## config.mk

```make
export PLATFORM = sky130hd
export DESIGN_NAME = sipo_latch
export DESIGN_NICKNAME = d
export VERILOG_FILES = /design/src/core/sipo_pkg.sv /design/src/core/sipo_fifo.sv /design/src/core/sipo_latch.sv
export SDC_FILE = /design/constraint.sdc
export NUM_CORES = 1
export LEC_CHECK = 0
export BUFFER_PORTS_ARGS = -buffer_cell sky130_fd_sc_hd__buf_2
export CORE_UTILIZATION = 40
export DETAILED_ROUTE_END_ITERATION = 8
export PLACE_DENSITY = 0.61
export SLEW_MARGIN = 30
export SYNTH_ARGS = -nofsm -noshare
export SYNTH_HDL_FRONTEND = slang
export SYNTH_HIERARCHICAL = 1
export SYNTH_SLANG_ARGS = --single-unit
```

## constraint.sdc

```tcl
create_clock -name i_clock -period 2.5 [get_ports i_clock]
set_input_delay 0.375 -clock i_clock [delete_from_list [all_inputs] [get_ports i_clock]]
set_output_delay 0.375 -clock i_clock [all_outputs]
set_load 0.1 [all_outputs]
```

## src/core/sipo_pkg.sv

```systemverilog
// Package with the shared constants and carrier types of the serial-in latch block.
package sipo_pkg;
   localparam int unsigned SIPO_WIDTH      = 8;
   localparam int unsigned SIPO_FIFO_DEPTH = 4;
   localparam int unsigned SIPO_SYNC_LEN   = 3;
   localparam logic [7:0]  SIPO_SHIFT_RST  = 8'h00;
   localparam logic [7:0]  SIPO_STORE_RST  = 8'h00;
   localparam int unsigned SIPO_LAST_BIT   = 7;

   // Synchronised view of the host pins.
   typedef struct packed {
      logic shift_clock;
      logic storage_load_clock;
      logic serial_in;
      logic shift_clear_n;
      logic output_enable_n;
   } sipo_pins_type;

   // Open-drain drain outputs: enable low means the stage sinks current.
   typedef struct packed {
      logic [7:0] drain_out;
      logic [7:0] drain_oe_n;
   } sipo_drain_type;

   // Idle levels of the host pins, so that leaving reset shows no false edge.
   localparam sipo_pins_type  SIPO_PIN_IDLE   = '{default: 1'b0, shift_clear_n: 1'b1, output_enable_n: 1'b1};
   localparam logic [7:0]     SIPO_BUFFER_RST = 8'h00;
   localparam sipo_drain_type SIPO_DRAIN_RST  = '{drain_out: 8'h00, drain_oe_n: 8'hff};
endpackage

```

## src/core/sipo_fifo.sv

```systemverilog
// Small valid/ready FIFO carrying parallel words from shift register to storage register.
`timescale 1ns/100ps
module sipo_fifo #(
   parameter int unsigned WIDTH = 8,
   parameter int unsigned DEPTH = 4
) (
   // Clock and reset.
   input  wire logic             i_clock,
   input  wire logic             i_reset_n,
   // Fill side.
   input  wire logic             i_in_valid,
   input  wire logic [WIDTH-1:0] i_in_data,
   output logic                  o_in_ready,
   // Drain side.
   output logic                  o_out_valid,
   output logic      [WIDTH-1:0] o_out_data,
   input  wire logic             i_out_ready,
   // Flush, tied low by sipo_latch; the clear pin does not use it.
   input  wire logic             i_flush
);
   localparam int unsigned AW = (DEPTH > 1) ? $clog2(DEPTH) : 1;

   logic [WIDTH-1:0] mem_r [DEPTH];
   logic [AW-1:0]    wr_ptr_r;
   logic [AW-1:0]    rd_ptr_r;
   logic [AW:0]      count_r;
   logic             push;
   logic             pop;

   assign o_in_ready  = (count_r != (AW+1)'(DEPTH));
   assign o_out_valid = (count_r != '0);
   assign o_out_data  = mem_r[rd_ptr_r];
   assign push        = i_in_valid && o_in_ready && !i_flush;
   assign pop         = o_out_valid && i_out_ready && !i_flush;

   always_ff @(posedge i_clock) begin
      if (push) begin
         mem_r[wr_ptr_r] <= i_in_data;
      end
   end

   always_ff @(posedge i_clock or negedge i_reset_n) begin
      if (!i_reset_n) begin
         wr_ptr_r <= '0;
         rd_ptr_r <= '0;
         count_r  <= '0;
      end else if (i_flush) begin
         wr_ptr_r <= '0;
         rd_ptr_r <= '0;
         count_r  <= '0;
      end else begin
         if (push) begin
            wr_ptr_r <= (wr_ptr_r == AW'(DEPTH - 1)) ? '0 : AW'(wr_ptr_r + 1'b1);
         end
         if (pop) begin
            rd_ptr_r <= (rd_ptr_r == AW'(DEPTH - 1)) ? '0 : AW'(rd_ptr_r + 1'b1);
         end
         if (push && !pop) begin
            count_r <= count_r + 1'b1;
         end else if (pop && !push) begin
            count_r <= count_r - 1'b1;
         end
      end
   end
endmodule // sipo_fifo

```

## src/core/sipo_latch.sv

```systemverilog
// Serial-in, parallel-out shift register with storage register and gated open-drain outputs.
`timescale 1ns/100ps
module sipo_latch
   import sipo_pkg::*;
(
   // Clock and reset.
   input  wire logic                     i_clock,
   input  wire logic                     i_reset_n,
   // Host pins, asynchronous to i_clock.
   input  wire logic                     i_shift_clock,
   input  wire logic                     i_storage_load_clock,
   input  wire logic                     i_serial_in,
   input  wire logic                     i_shift_clear_n,
   input  wire logic                     i_output_enable_n,
   // Cascade output.
   output logic                          o_serial_cascade_out,
   // Open-drain drain stages.
   output logic [SIPO_WIDTH-1:0]         o_drain_out,
   output logic [SIPO_WIDTH-1:0]         o_drain_oe_n,
   // Parallel view of the output buffer.
   output logic [SIPO_WIDTH-1:0]         o_output_buffer
);
   import sipo_pkg::*;

   localparam int unsigned          PIN_COUNT = $bits(sipo_pins_type);
   localparam int unsigned          SYNC_MSB  = SIPO_SYNC_LEN - 1;
   localparam logic [PIN_COUNT-1:0] PIN_IDLE  = SIPO_PIN_IDLE;

   // Latency from a host pin edge, counted in system clock edges: the first
   // three fill the sampler and the fourth moves the filtered level. A shift
   // clock rise moves the shifter and the cascade on the fourth edge. A load
   // rise enters the FIFO on the fourth edge, reaches storage on the fifth and
   // the buffer and drains on the sixth. An enable change reaches the buffer
   // and drains on the fifth edge. Pulses shorter than two system clocks may be
   // missed; that is the price of never acting on a single-cycle glitch.
   sipo_pins_type            raw;
   sipo_pins_type            pins;
   sipo_pins_type            rise;
   logic [PIN_COUNT-1:0]     raw_bits;
   logic [PIN_COUNT-1:0]     level_bits;
   logic [PIN_COUNT-1:0]     rise_bits;
   logic [SIPO_WIDTH-1:0]    shift_r;
   logic [SIPO_WIDTH-1:0]    store_r;
   logic                     cascade_r;
   sipo_drain_type           drain_r;
   logic [SIPO_WIDTH-1:0]    buffer_r;
   logic                     shift_rise;
   logic                     load_rise;
   logic                     fifo_in_ready;
   logic                     fifo_out_valid;
   logic [SIPO_WIDTH-1:0]    fifo_out_data;
   logic [SIPO_WIDTH-1:0]    buffer_nxt;

   assign raw = '{shift_clock:        i_shift_clock,
                  storage_load_clock: i_storage_load_clock,
                  serial_in:          i_serial_in,
                  shift_clear_n:      i_shift_clear_n,
                  output_enable_n:    i_output_enable_n};
   assign raw_bits = raw;

   // One sampler per pin. Stage zero is read only by stage one, and the level
   // moves once stages one and two agree, so a one-cycle glitch never counts.
   for (genvar g = 0; g < PIN_COUNT; g++) begin : g_pin
      logic [SYNC_MSB:0] stage_r;
      logic              level_r;

      always_ff @(posedge i_clock or negedge i_reset_n) begin
         if (!i_reset_n) begin
            stage_r <= {SIPO_SYNC_LEN{PIN_IDLE[g]}};
         end else begin
            stage_r <= {stage_r[SYNC_MSB-1:0], raw_bits[g]};
         end
      end

      always_ff @(posedge i_clock or negedge i_reset_n) begin
         if (!i_reset_n) begin
            level_r <= PIN_IDLE[g];
         end else if (stage_r[SYNC_MSB] == stage_r[SYNC_MSB-1]) begin
            level_r <= stage_r[SYNC_MSB];
         end
      end

      assign level_bits[g] = level_r;
      assign rise_bits[g]  = stage_r[SYNC_MSB] && stage_r[SYNC_MSB-1] && !level_r;
   end

   assign pins = sipo_pins_type'(level_bits);
   assign rise = sipo_pins_type'(rise_bits);

   // Each clock pin has its own sampler, so the host may drive them independently.
   assign shift_rise = rise.shift_clock;
   assign load_rise  = rise.storage_load_clock;

   // Shift register; the clear wins over a shift clock edge in the same cycle.
   always_ff @(posedge i_clock or negedge i_reset_n) begin
      if (!i_reset_n) begin
         shift_r <= SIPO_SHIFT_RST;
      end else if (!pins.shift_clear_n) begin
         shift_r <= SIPO_SHIFT_RST;
      end else if (shift_rise) begin
         shift_r <= {shift_r[SIPO_WIDTH-2:0], pins.serial_in};
      end
   end

   // Cascade output shows the bit leaving the last stage. Clearing does not
   // touch it, since it only moves on a shift clock rise.
   always_ff @(posedge i_clock or negedge i_reset_n) begin
      if (!i_reset_n) begin
         cascade_r <= 1'b0;
      end else if (shift_rise && pins.shift_clear_n) begin
         cascade_r <= shift_r[SIPO_LAST_BIT];
      end
   end

   // The load snapshot goes through the FIFO. Its drain never stalls, so one
   // word passes per cycle; a full FIFO would only arise from back-to-back
   // loads faster than the pins can toggle, which the synchroniser excludes.
   sipo_fifo #(
      .WIDTH (SIPO_WIDTH),
      .DEPTH (SIPO_FIFO_DEPTH)
   ) u_fifo (
      .i_clock     (i_clock),
      .i_reset_n   (i_reset_n),
      .i_in_valid  (load_rise),
      .i_in_data   (shift_r),
      .o_in_ready  (fifo_in_ready),
      .o_out_valid (fifo_out_valid),
      .o_out_data  (fifo_out_data),
      .i_out_ready (1'b1),
      .i_flush     (1'b0)
   );

   // Storage register takes all eight bits at once and holds them.
   always_ff @(posedge i_clock or negedge i_reset_n) begin
      if (!i_reset_n) begin
         store_r <= SIPO_STORE_RST;
      end else if (fifo_out_valid && fifo_in_ready) begin
         store_r <= fifo_out_data;
      end else if (fifo_out_valid) begin
         store_r <= fifo_out_data;
      end
   end

   // Output gate: disabled forces every buffer bit low.
   always_comb begin
      if (pins.output_enable_n) begin
         buffer_nxt = '0;
      end else begin
         buffer_nxt = store_r;
      end
   end

   always_ff @(posedge i_clock or negedge i_reset_n) begin
      if (!i_reset_n) begin
         buffer_r <= SIPO_BUFFER_RST;
      end else begin
         buffer_r <= buffer_nxt;
      end
   end

   // A high buffer bit turns its drain on: it drives low with enable low.
   always_ff @(posedge i_clock or negedge i_reset_n) begin
      if (!i_reset_n) begin
         drain_r <= SIPO_DRAIN_RST;
      end else begin
         drain_r.drain_out  <= '0;
         drain_r.drain_oe_n <= ~buffer_nxt;
      end
   end

   assign o_serial_cascade_out = cascade_r;
   assign o_drain_out          = drain_r.drain_out;
   assign o_drain_oe_n         = drain_r.drain_oe_n;
   assign o_output_buffer      = buffer_r;
endmodule // sipo_latch

```

==> results of run 1 <==
## worst reg2reg max path, delay by kind of cell (launching register included)
family	cells	cell delay [ns]
AO/OA/AOI/OAI	3	0.70
AND/OR/NAND/NOR	3	0.55
flip-flops	1	0.48
adder cells (fa/ha/maj)	1	0.44
## registers in the layout, indices dropped and copies added, names as in the netlist
name                  flops
u_fifo/mem_r             32
g_pin.stage_r            15
o_drain_oe_n              8
o_output_buffer           8
shift_r                   8
store_r                   8
g_pin.level_r             5
u_fifo/count_r            3
u_fifo/rd_ptr_r           2
u_fifo/wr_ptr_r           2
o_serial_cascade_out      1
## layer usage
metal	part of all wire [%]	global-route usage, %
met1	44	14.9
met5	0	0
met3	4.8	3.76
met4	1.3	4.25
met2	50	18.3
## cells by family after synthesis
family	synth area share, %
compound gates	4.14
fa+ha+maj	3.83
buf+inv	5.08
flops	69.0
mux	10.0
other cells	0.209
simple gates	7.69
## cells in the mapped netlist
library cell   n
a211oi_2       1
a21bo_1        1
a21boi_0       8
a21oi_1        3
a311oi_1       1
and2_1         5
buf_1          1
buf_12         1
buf_2          4
buf_4          8
buf_6          2
clkbuf_1       1
conb_1         2
dfrtp_1       44
dfstp_2       16
edfxtp_1      32
fa_1           1
ha_1           7
inv_1         13
inv_2          1
maj3_1         3
mux2_1         2
mux2_2        10
mux2_4         1
mux2i_1        3
mux4_2         8
nand2_1       17
nand2_4        1
nand2b_1       8
nand3_1        1
nand3b_1       2
nor2_1         8
nor2b_1        1
nor2b_2        1
nor3_1         1
nor3b_2        1
nor4bb_1       1
o211a_1        1
o21ai_0        2
o311a_1        1
o31ai_2        1
or2b_1         1
or3_1          2
or4_1          1
## worst max-delay path by stage
stage / start / end / slack (ns) / cells after the start
after CTS: u_fifo/count_r[2] / u_fifo/count_r[2] / 0.23 / 7
after floorplan: g_pin[3].stage_r[1] / u_fifo/count_r[2] / 0.38 / 9
final: u_fifo/count_r[2] / u_fifo/count_r[2] / 0.26 / 7
after global placement: u_fifo/count_r[2] / u_fifo/count_r[2] / 0.36 / 7
after detailed placement: u_fifo/count_r[2] / u_fifo/count_r[2] / 0.25 / 7
after global routing: u_fifo/count_r[2] / u_fifo/count_r[2] / 0.07 / 7
## stage by stage
stage	cell area [um^2]	utilization [%]	worst slack, ns
6_report	3960	45.5	0.260
5_1_grt	3960	45.5	0.0662
4_1_cts	3960	45.5	0.235
3_5_place_dp	3780	43.4	0.251
3_3_place_gp	3780	43.4	0.363
2_1_floorplan	3630	-	0.385
## cell type report
type | instances | area, um^2
clock buffer | 10 | 128
clock inverter | 6 | 55.1
fill | 757 | 4760
inverter | 14 | 52.6
multi-input combinational | 115 | 961
sequential | 92 | 2480
tap | 108 | 135
timing repair buffer | 26 | 150
## placed cells by master, fill, tap and decap left out, types with 3 or more instances in the layout
| master | n |
|---|---|
| a21boi_0 | 8 |
| a21oi_1 | 3 |
| and2_1 | 5 |
| buf_2 | 23 |
| clkbuf_8 | 9 |
| clkinv_1 | 3 |
| conb_1 | 10 |
| dfrtp_1 | 44 |
| dfstp_2 | 16 |
| edfxtp_1 | 32 |
| ha_1 | 7 |
| inv_1 | 13 |
| maj3_1 | 3 |
| mux2_2 | 10 |
| mux2i_1 | 3 |
| mux4_2 | 8 |
| nand2_1 | 17 |
| nand2b_1 | 8 |
| nor2_1 | 8 |
## report_power, final
part | switching, mW | internal, mW | leakage [nW]
combinational | 0.924 | 0.373 | 0.540
sequential | 0.150 | 1.79 | 1.03
clock | 0.470 | 0.453 | 0.0928
total | 1.54 | 2.62 | 1.67
==> run metrics, run 1 <==
CP peak stage delay=0.48 ns; clk_skew=0.00674 ns; max-cap violations=0; CP max stage cell=dfrtp_1; final setup fails=0; FF-to-FF End=u_fifo/count_r[2]; Routed Antenna Nets=0; HP Class=in -> async; first-pass GRT wire length=8.31 mm; DRC viols=0; synth top area cells=dfrtp_1, edfxtp_1, dfstp_2; Final #Nets=273; Clock Sinks=92; Critical Path Start Type=flip-flop; max-slew violation count=0; worst endpoint required time=2.78 ns; Reg2Reg Launch Point=u_fifo/count_r[2]; dpl cells=355; Crit Path Class=reg -> reg; Post-Synthesis Cells=230; Seq cells post-synth=92; Initial Utilization=41.2%; crit path cell chain=nor3b_2, nor3_1, and2_1, fa_1, a21bo_1, a311oi_1, o311a_1; root buf cell=clkbuf_8; mapped cell area=3600 um^2; Yosys cell types=44; Routed WL per cell=13.3 um; Worst setup EP type=flip-flop; Hold-fix buffers, CTS=0; DR vias/cell=4.70; R2R Setup Slk=0.26 ns; I/O Pins=32; setup bufs post-CTS=0; critical path arrival=2.52 ns; Clock Path Buffers=2; PortBufs=23; Total Neg Setup Slack=0 ns; Avg Inst Size Synth=15.6 um^2; Pre-antenna DRT Iters=4; # rows=34; area grow syn2layout=10.2%; CTS tree=done; non-filler cells, final=371; f_max=446 MHz; wirelength, routed=4.95 mm; CTS H-Tree Depth=3; share of cells above drive strength 1=30.0%; initial antenna violation count=0; total grt overflow=0; most area-hungry cell type in the Yosys netlist=dfrtp_1; core area=8720 um^2; Die Ht=96.8 um; Static Leak=1.67 nW; status=completed; vias in the first global route=1,631; CTS Buf Count=9; gr usage total=11.6%; Synth top area share=30.6%; clk_lat worst skew=0.34 ns; clk slew on worst S/H paths=0.08 ns; maximum VDD drop=0.420 mV; Buf/Inv on CP=0; HPWL after DPL=3.28 mm; family with the most delay on the worst path=compound AO/OA/AOI/OAI gates; FF-to-FF path depth=7; Final Hold Fails=0; Tightest Pin Transition=0.689 ns; RSZ-0062 raised after global routing=false; # diodes=0; GPL Wtd Cong=0.795; power per cell area=1050 nW/um^2; Max-slew headroom=54.0%; Ys Warns=6; final worst-path cycle share=89.6%; Iteration-0 DRC Markers=60; post-layout min period=2.24 ns; Die W=96.8 um; Worst Path Max Fanout=8; largest net degree at the start of global routing=32; Hold Slack=0.0717 ns; sequential area share after synthesis=69.0%; vias=1,743; die area=9370 um^2; Post-CTS Resized=0; Total Power=4.16 mW
No activity file was read; power rests on OpenSTA's default activity.
==> run 2: changes to the inputs <==
--- a/config.mk
+++ b/config.mk
@@ -7,6 +7,7 @@
 export LEC_CHECK = 0
 export BUFFER_PORTS_ARGS = -buffer_cell sky130_fd_sc_hd__buf_2
 export CORE_UTILIZATION = 40
+export CTS_BUF_LIST = sky130_fd_sc_hd__clkbuf_4 sky130_fd_sc_hd__clkbuf_8 sky130_fd_sc_hd__clkbuf_16
 export DETAILED_ROUTE_END_ITERATION = 8
 export PLACE_DENSITY = 0.61
 export SLEW_MARGIN = 30
==> run 2 against run 1 <==
Net effect:
- critical path depth did not move
- first-iteration DRC count did not move
- sequential power barely moved
- hold slack did not move
- highest routed layer unchanged
- largest power group unchanged
- non-clock buffer count did not move
- register-to-register slack barely moved
- sequential share of layout area fell by 0.059 points
- global-route usage did not move
==> run metrics, run 2 (synthesis results as in run 1) <==
CTS tree=done (unchanged); Post-CTS Resized=0 (unchanged); fill cell count=757 (unchanged); clk_lat worst skew=0.34 ns (about the same); post-place instance area=3780 um^2 (unchanged); RSZ-0062 raised after global routing=false (unchanged); CP max stage cell=dfrtp_1 (unchanged); vias in the first global route=1,631 (unchanged); initial antenna violation count=0 (unchanged); die area=9370 um^2 (unchanged); area grow syn2layout=10.3% (was 10.2%); Final Hold Fails=0 (unchanged); gr usage total=11.6% (unchanged); Clock Sinks=92 (unchanged); Pre-antenna DRT Iters=4 (unchanged); Total Neg Setup Slack=0 ns (unchanged); PortBufs=23 (unchanged); DRC viols=0 (unchanged); Clock Path Buffers=2 (unchanged); family with the most delay on the worst path=compound AO/OA/AOI/OAI gates (unchanged); max FFs per register=32 (unchanged); total grt overflow=0 (unchanged); power per cell area=1050 nW/um^2 (about the same); Final #Nets=273 (unchanged); maximum VDD drop=0.420 mV (about the same); setup bufs post-CTS=0 (unchanged); first-pass GRT wire length=8.31 mm (unchanged); HPWL after DPL=3.28 mm (unchanged); FF-to-FF path depth=7 (unchanged); Final Util=45.5% (about the same); Worst Path Max Fanout=8 (unchanged); Iteration-0 DRC Markers=60 (unchanged); Tightest Pin Transition=0.689 ns (unchanged); R2R Setup Slk=0.26 ns (about the same); critical path arrival=2.52 ns (about the same); CTS H-Tree Depth=3 (unchanged); Crit Path Class=reg -> reg (unchanged); CP peak stage delay=0.48 ns (about the same); largest net degree at the start of global routing=32 (unchanged); Reg2Reg Launch Point=u_fifo/count_r[2] (unchanged); Total Power=4.17 mW (was 4.16 mW); final worst-path cycle share=89.6% (unchanged); # rows=34 (unchanged); share of cells above drive strength 1=30.4% (was 30.0%); Max-slew headroom=54.0% (unchanged); Routed WL per cell=13.3 um (unchanged); max-cap violations=0 (unchanged); Hold-fix buffers, CTS=0 (unchanged); max-slew violation count=0 (unchanged); most frequent cells in the layout=dfrtp_1, edfxtp_1, buf_2 (unchanged); I/O Pins=32 (unchanged); post-layout min period=2.24 ns (unchanged); Static Leak=1.67 nW (about the same); Routed Antenna Nets=0 (unchanged); worst endpoint required time=2.78 ns (about the same); clk_skew=0.00674 ns (unchanged); root buf cell=clkbuf_8 (unchanged); Buf/Inv on CP=0 (unchanged); commonest non-fill, non-tap cell in the layout=dfrtp_1 (unchanged); clk slew on worst S/H paths=0.08 ns (about the same); GPL Wtd Cong=0.795 (unchanged); # diodes=0 (unchanged); most flop-heavy register=u_fifo/mem_r (unchanged); Critical Path Start Type=flip-flop (unchanged); wirelength, routed=4.95 mm (unchanged); final setup fails=0 (unchanged); Worst setup EP type=flip-flop (unchanged); CTS Buf Count=9 (unchanged); core area=8720 um^2 (unchanged); DR vias/cell=4.70 (unchanged); Initial Utilization=41.2% (unchanged); Die W=96.8 um (unchanged); post-route cell area=3970 um^2 (was 3960 um^2); Hold Slack=0.0717 ns (unchanged); crit path cell chain=nor3b_2, nor3_1, and2_1, fa_1, a21bo_1, a311oi_1, o311a_1 (unchanged); Die Ht=96.8 um (unchanged); status=completed (unchanged); biggest registers after layout=u_fifo/mem_r x32, g_pin.stage_r x15 (unchanged); HP Class=in -> async (unchanged); FF-to-FF End=u_fifo/count_r[2] (unchanged); vias=1,743 (unchanged); f_max=446 MHz (unchanged)
-- run 2: final cells by class --
class / count / area, um^2 / share of cell area (%)
inverter: 14 / 52.6 / 1.32
sequential: 92 / 2480 / 62.6
multi-input combinational: 115 / 961 / 24.2
tap: 108 / 135 / 3.41
clock buffer: 10 / 131 / 3.31
clock inverter: 6 / 55.1 / 1.39
timing repair buffer: 26 / 150 / 3.78
-- run 2: power breakdown --
group | leakage (nW) | switching, mW | total [mW] | internal [mW]
logic | 0.540 | 0.924 | 1.30 | 0.373
clock network | 0.0962 | 0.470 | 0.934 | 0.464
registers | 1.03 | 0.150 | 1.94 | 1.79
total | 1.67 | 1.54 | 4.17 | 2.63
-- run 2: layer usage --
layer / global-route usage (%) / vias up / routed length, um
li1: - / 831 / -
met1: 14.9 / 863 / 2190
met2: 18.3 / 41 / 2450
met3: 3.76 / 8 / 239
met4: 4.25 / 0 / 66
met5: 0 / - / 0
-- run 2: per-stage QoR --
step | worst slack [ns] | std cells
after floorplan | 0.385 | 238
after global placement | 0.363 | 355
after detailed placement | 0.251 | 355
after CTS | 0.235 | 371
after global routing | 0.0662 | 371
final | 0.260 | 371
-- run 2: how the worst max path moves through the flow --
stage / startpoint / to / depth (start not counted)
2_1_floorplan: g_pin[3].stage_r[1] / u_fifo/count_r[2] / 9
3_3_place_gp: u_fifo/count_r[2] / u_fifo/count_r[2] / 7
3_5_place_dp: u_fifo/count_r[2] / u_fifo/count_r[2] / 7
4_1_cts: u_fifo/count_r[2] / u_fifo/count_r[2] / 7
5_1_grt: u_fifo/count_r[2] / u_fifo/count_r[2] / 7
6_report: u_fifo/count_r[2] / u_fifo/count_r[2] / 7
